<file path="src/rtl/p5g_pkg.sv">
// constants and types of the port 5 general-purpose pin block
// Contract
// - mode bit 7 set makes pin 7 an open-drain output, clear gives general I/O
// - mode bit 6 set makes pin 6 an open-drain output, clear gives general I/O
// - mode bit 5 set routes pin 5 to wake and trigger input
// - mode bits 4..0 set route their pins to wake inputs, ignoring direction
// - all mode bits readable, writable, reset to zero
// - general I/O pin: direction 1 drives output, 0 makes input
// - direction bits are write-only and reset to zero
// - data bits reset to zero and drive general I/O output pins
// - data read returns stored value where direction is 1
// - data read returns pin level where direction is 0
// - pull-up bits 5..0 enable pull-up only while direction bit clear
// - pull-up bits 7 and 6 read zero and ignore writes
`default_nettype none
package p5g_pkg;
	localparam int         P5G_W         = 8;
	localparam int         P5G_AW        = 2;
	// ****************************************
	// register map
	// ****************************************
	localparam logic [1:0] P5G_ADDR_MODE = 2'h0;
	localparam logic [1:0] P5G_ADDR_DIR  = 2'h1;
	localparam logic [1:0] P5G_ADDR_DATA = 2'h2;
	localparam logic [1:0] P5G_ADDR_PULL = 2'h3;
	localparam logic [7:0] P5G_RST_VAL   = 8'h00;
	localparam logic [7:0] P5G_PULL_MASK = 8'h3F;
	localparam logic [7:0] P5G_WAKE_MASK = 8'h3F;
	localparam logic [7:0] P5G_ZERO      = 8'h00;
	localparam logic [7:0] P5G_ONES      = 8'hFF;
	localparam int         P5G_OD7       = 7;
	localparam int         P5G_OD6       = 6;
	localparam int         P5G_TRIG      = 5;
	localparam int         P5G_NWAKE     = 6;
	// ****************************************
	// carriers
	// ****************************************
	typedef struct packed {
		logic              wr;
		logic              rd;
		logic [P5G_AW-1:0] addr;
		logic [P5G_W-1:0]  wdata;
	} p5g_bus_t;
	typedef struct packed {
		logic [P5G_W-1:0] o;
		logic [P5G_W-1:0] oe;
		logic [P5G_W-1:0] pu;
	} p5g_pin_t;
endpackage : p5g_pkg
`default_nettype wire

</file>
<file path="src/rtl/p5g_port.sv">
// port 5 pin control: mode, direction, data and pull-up registers
//
// The implementer's own choices: the strobed register port and the placing of the registers.
`default_nettype none
module p5g_port
	import p5g_pkg::*;
(
	input  wire logic               mclk,
	input  wire logic               rst_n,
	input  wire p5g_pkg::p5g_bus_t  bus,
	output var  logic [7:0]         rdata,
	input  wire logic [7:0]         pin_in,
	output var  p5g_pkg::p5g_pin_t  pins,
	input  wire logic               serial3_tx_sel,
	input  wire logic               serial3_txd,
	input  wire logic               serial_rx_on,
	output var  logic               serial3_rxd,
	output var  logic [5:0]         wake_in_n,
	output var  logic               converter_trigger_in
);
	import p5g_pkg::*;

	logic [7:0] mode_r;
	logic [7:0] dir_r;
	logic [7:0] data_r;
	logic [7:0] pull_r;
	p5g_pin_t   pins_nxt;
	logic [7:0] wake_sel;

	// ****************************************
	// helpers
	// ****************************************
	function automatic logic wr_hit(input p5g_bus_t b, input logic [1:0] a);
		return b.wr && (b.addr == a);
	endfunction : wr_hit

	function automatic logic [7:0] pin_read(input logic [7:0] dir, input logic [7:0] dat,
		input logic [7:0] pin);
		return (dir & dat) | (~dir & pin);
	endfunction : pin_read

	// ****************************************
	// registers
	// ****************************************
	always_ff @(posedge mclk or negedge rst_n)
	begin
		if (!rst_n)
			mode_r <= P5G_RST_VAL;
		else if (wr_hit(bus, P5G_ADDR_MODE))
			mode_r <= bus.wdata;
	end

	always_ff @(posedge mclk or negedge rst_n)
	begin
		if (!rst_n)
			dir_r <= P5G_RST_VAL;
		else if (wr_hit(bus, P5G_ADDR_DIR))
			dir_r <= bus.wdata;
	end

	always_ff @(posedge mclk or negedge rst_n)
	begin
		if (!rst_n)
			data_r <= P5G_RST_VAL;
		else if (wr_hit(bus, P5G_ADDR_DATA))
			data_r <= bus.wdata;
	end

	always_ff @(posedge mclk or negedge rst_n)
	begin
		if (!rst_n)
			pull_r <= P5G_RST_VAL;
		else if (wr_hit(bus, P5G_ADDR_PULL))
			pull_r <= bus.wdata & P5G_PULL_MASK;
	end

	// ****************************************
	// read path
	// ****************************************
	always_ff @(posedge mclk or negedge rst_n)
	begin
		if (!rst_n)
			rdata <= P5G_ZERO;
		else if (bus.rd)
		begin
			unique case (bus.addr)
				P5G_ADDR_MODE: rdata <= mode_r;
				P5G_ADDR_DIR:  rdata <= P5G_ZERO;
				P5G_ADDR_DATA: rdata <= pin_read(dir_r, data_r, pin_in);
				P5G_ADDR_PULL: rdata <= pull_r & P5G_PULL_MASK;
			endcase
		end
		else
			rdata <= P5G_ZERO;
	end

	// ****************************************
	// pin function select
	// ****************************************
	assign wake_sel = mode_r & P5G_WAKE_MASK;

	always_comb
	begin
		pins_nxt.o  = data_r;
		pins_nxt.oe = dir_r & ~wake_sel;
		pins_nxt.pu = pull_r & P5G_PULL_MASK & ~dir_r;
		if (mode_r[P5G_OD7])
		begin
			pins_nxt.o[P5G_OD7]  = 1'b0;
			pins_nxt.oe[P5G_OD7] = dir_r[P5G_OD7] & ~data_r[P5G_OD7];
		end
		if (mode_r[P5G_OD6])
		begin
			pins_nxt.o[P5G_OD6]  = 1'b0;
			pins_nxt.oe[P5G_OD6] = dir_r[P5G_OD6] & ~data_r[P5G_OD6];
		end
		if (serial3_tx_sel)
		begin
			pins_nxt.o[P5G_OD7]  = mode_r[P5G_OD7] ? 1'b0 : serial3_txd;
			pins_nxt.oe[P5G_OD7] = mode_r[P5G_OD7] ? ~serial3_txd : 1'b1;
		end
		if (serial_rx_on)
			pins_nxt.oe[P5G_OD6] = 1'b0;
	end

	always_ff @(posedge mclk or negedge rst_n)
	begin
		if (!rst_n)
			pins <= '0;
		else
			pins <= pins_nxt;
	end

	// ****************************************
	// wake, trigger and serial receive inputs
	// ****************************************
	always_ff @(posedge mclk or negedge rst_n)
	begin
		if (!rst_n)
		begin
			wake_in_n            <= '1;
			converter_trigger_in <= 1'b1;
			serial3_rxd          <= 1'b1;
		end
		else
		begin
			wake_in_n            <= pin_in[P5G_NWAKE-1:0] | ~wake_sel[P5G_NWAKE-1:0];
			converter_trigger_in <= pin_in[P5G_TRIG] | ~mode_r[P5G_TRIG];
			serial3_rxd          <= pin_in[P5G_OD6] | ~serial_rx_on;
		end
	end
endmodule : p5g_port
`default_nettype wire

</file>
<file path="config.mk">
export PLATFORM = sky130hd
export DESIGN_NAME = p5g_port
export DESIGN_NICKNAME = d
export VERILOG_FILES = /design/src/rtl/p5g_pkg.sv /design/src/rtl/p5g_port.sv
export SDC_FILE = /design/constraint.sdc
export NUM_CORES = 1
export LEC_CHECK = 0
export ABC_AREA = 1
export CORE_ASPECT_RATIO = 1.75
export CORE_UTILIZATION = 25
export CTS_BUF_LIST = sky130_fd_sc_hd__clkbuf_2 sky130_fd_sc_hd__clkbuf_4 sky130_fd_sc_hd__clkbuf_8
export CTS_CLUSTER_DIAMETER = 40
export DETAILED_ROUTE_END_ITERATION = 10
export DONT_BUFFER_PORTS = 1
export PLACE_DENSITY = 0.43
export SYNTH_ARGS = -nofsm -noshare
export SYNTH_HDL_FRONTEND = slang
export SYNTH_SLANG_ARGS = --single-unit
</file>
<file path="constraint.sdc">
create_clock -name mclk -period 2.7 [get_ports mclk]
set_clock_uncertainty 0.2 [all_clocks]
set_input_delay 0.135 -clock mclk [delete_from_list [all_inputs] [get_ports mclk]]
set_output_delay 0.135 -clock mclk [all_outputs]
set_load 0.02 [all_outputs]
</file>
==> impl_metrics.py <==
metrics = {
    "clock_tree": {
        "insertion_delay_ns": 0.35,
        "root_buffer": "clkbuf_8",
        "clk_pin_slew_ns": 0.08,
        "numClockSinks": 67,
        "h-tree-depth": 3,
        "cts_buffer_depth": 2,
        "cts_buffers": 9,
        "cts_tree": "built",
    },
    "sta": {
        "fin_setup_tns_ns": 0,
        "finalSetupViolCount": 0,
        "slew_headroom_pct": 50.0,
        "hold-worst-slack_ns": 0.110,
        "rsz0062_at_grt": "false",
        "hold_violations": 0,
        "fmax_mhz": 397,
        "worstMarginPinSlew_ns": 0.749,
        "drv_slew": 0,
        "finalCriticalPeriod_ns": 2.52,
        "period_share_pct": 93.2,
    },
    "detailed_routing": {
        "vias": 1815,
        "ant_nets": 0,
        "routedWlPerCell_um": 14.5,
        "finalWirelength_um": 6310,
        "via_per_inst": 4.16,
        "drcViolationCount": 0,
        "drt-pass1-iter-count": 4,
        "dr.first_iter.drc_count": 93,
    },
    "setup_path": {
        "cp-start-kind": "input port",
        "worst_ep_required_time_ns": 2.79,
        "arrival_ns": 2.60,
        "crit_type": "in -> reg",
        "path_max_fanout": 8,
        "critPathCaptureType": "register",
    },
    "power_and_ir_drop": {
        "power_frac_seq_pct": 50.4,
        "ir_worst_vdd_mv": 0.375,
        "clkPwrFrac_pct": 39.0,
        "powerDensity_mw_per_mm2": 793,
        "power.leakage_nw": 1.65,
        "p_comb_share_pct": 10.6,
        "power_mw": 2.66,
        "switching_power_mw": 0.749,
        "p_int_mw": 1.91,
        "p_sw_share_pct": 28.1,
    },
    "floorplan": {
        "fp.dieArea_mm2": 0.0112,
        "start_util_pct": 25.9,
        "ios": 65,
        "row_count": 49,
        "fp.dieW_um": 80.3,
        "die_h_um": 139,
        "core_mm2": 0.0104,
    },
    "finish": {
        "diodes": 0,
        "final_common_cell": "nand2_1",
        "drive_gt1_share_pct": 14.6,
        "final_cell_mix": "69 x nand2_1, 60 x dfrtp_1, 44 x inv_1",
        "post-route-util_pct": 32.4,
        "layout.nets": 329,
        "areaGrowthSynthToFinish_pct": 25.3,
        "final_cells": 436,
    },
    "synthesis": {
        "ys_warn_count": 0,
        "avgSynthCellArea_um2": 10.0,
        "syn_area_mm2": 0.00268,
        "synth_cells": 268,
        "synth_seq_area_share_pct": 62.9,
        "synth_top_area_share_pct": 56.0,
        "synthTopCellsByArea": "dfrtp_1 56%, nand2_1 9.7%, dfstp_2 6.9%, inv_1 6.2%, o21ai_2 4.6%",
        "yosys.area.top_type": "dfrtp_1",
        "ys_types": 20,
        "ys_seq_elements": 67,
    },
    "global_route": {
        "grt_pass1_wl_um": 10200,
        "gr-total-overflow": 0,
        "gr-usage-all-layers_pct": 12.8,
        "antenna_found_initial": 0,
        "grt_max_degree": 68,
        "first_global_vias": 1850,
    },
    "place": {
        "placed_cells": 387,
        "numPortBuffers": 0,
        "gp_congestion": 0.708,
        "dp_hpwl_um": 4070,
    },
    "run": {
        "max_cap_violations": 0,
    },
    "status": {
        "status": "finished, final reports clean",
    },
    "min_path": {
        "hold_class": "in -> async",
    },
}
==> path summary, 6_finish.rpt <==
path                            slack, ns      start  cells after the start           end
worst max-delay path                 0.18     bus[9]                      7      rdata[1]
worst min-delay path                 0.11      rst_n                      2      pins[20]
worst max register to register       0.64  mode_r[1]                      4      rdata[1]
worst min register to register       0.21  data_r[2]                      0      pins[18]
max in group asynchronous            1.85      rst_n                      2  wake_in_n[0]
min in group mclk                    0.21  data_r[2]                      0      pins[18]
==> final cells by class <==
class | count | area [µm²]
inverters | 45 | 171
fillers | 1073 | 7000
clock inverters | 6 | 113
clock buffers | 10 | 138
well taps | 127 | 159
repair buffers | 33 | 350
multi-input cells | 148 | 741
flip-flops and latches | 67 | 1690
==> cells by family after synthesis <==
kind of cell,Yosys count,synth area share [%]
flip-flops,67,62.9
buffers and inverters,54,9.62
AO/OA/AOI/OAI,45,10.5
AND/OR/NAND/NOR,101,16.9
other,1,0.140
==> state kept, by name, indices dropped and copies added, names as in the netlist <==
name	count
mode_r	8
pins	22
serial3_rxd	1
pull_r	6
wake_in_n	5
rdata	8
converter_trigger_in	1
dir_r	8
data_r	8
==> cells in the mapped netlist <==
cell type  count
a211oi_1       1
a21oi_1       10
buf_4          4
buf_6          5
conb_1         1
dfrtp_1       60
dfstp_2        7
inv_1         44
inv_4          1
nand2_1       69
nand2_4        2
nand3_1       12
nand3_2        1
nand3_4        1
nor2_1        14
nor2_4         1
nor2_8         1
o21ai_0        4
o21ai_1       16
o21ai_2       14
==> layer usage <==
layer	wire [µm]	up-vias	GRT usage (%)
li1	-	893	-
met1	2380	864	14.4
met2	3440	44	20.9
met3	334	14	3.75
met4	157	0	7.80
met5	0	-	0
==> power groups by stage <==
stage / logic (mW) / registers (mW) / clock network [mW]
floorplan: 0.192 / 1.33 / 0
global placement: 0.209 / 1.36 / 0
detailed placement: 0.212 / 1.37 / 0
CTS: 0.291 / 1.35 / 1.07
global route: 0.331 / 1.36 / 1.11
finish: 0.282 / 1.34 / 1.04
==> critical path, stage by stage <==
cell and delay [ns]:
dlygate4sd3_1 0.88, inv_4 0.11, nand2_1 0.16, o21ai_0 0.09
dlygate4sd3_1 0.56, a21oi_1 0.10, dlygate4sd3_1 0.55
==> what timing repair did <==
| action | CTS | global route |
|---|---|---|
| buffers inserted | 0 | 0 |
| resized for setup | 0 | 1 |
| hold buffers | 33 | 0 |
| endpoints found under the setup margin | 0 | 1 |
| hold endpoints to repair | 115 | 0 |
==> stage by stage <==
step	area, µm²	worst slack [ns]
global placement	2760	1.57
floorplan	2680	1.61
global route	3360	0.0514
CTS	3350	0.117
finish	3360	0.184
detailed placement	2760	1.57
Note: power is estimated with default switching activity, not from simulation.
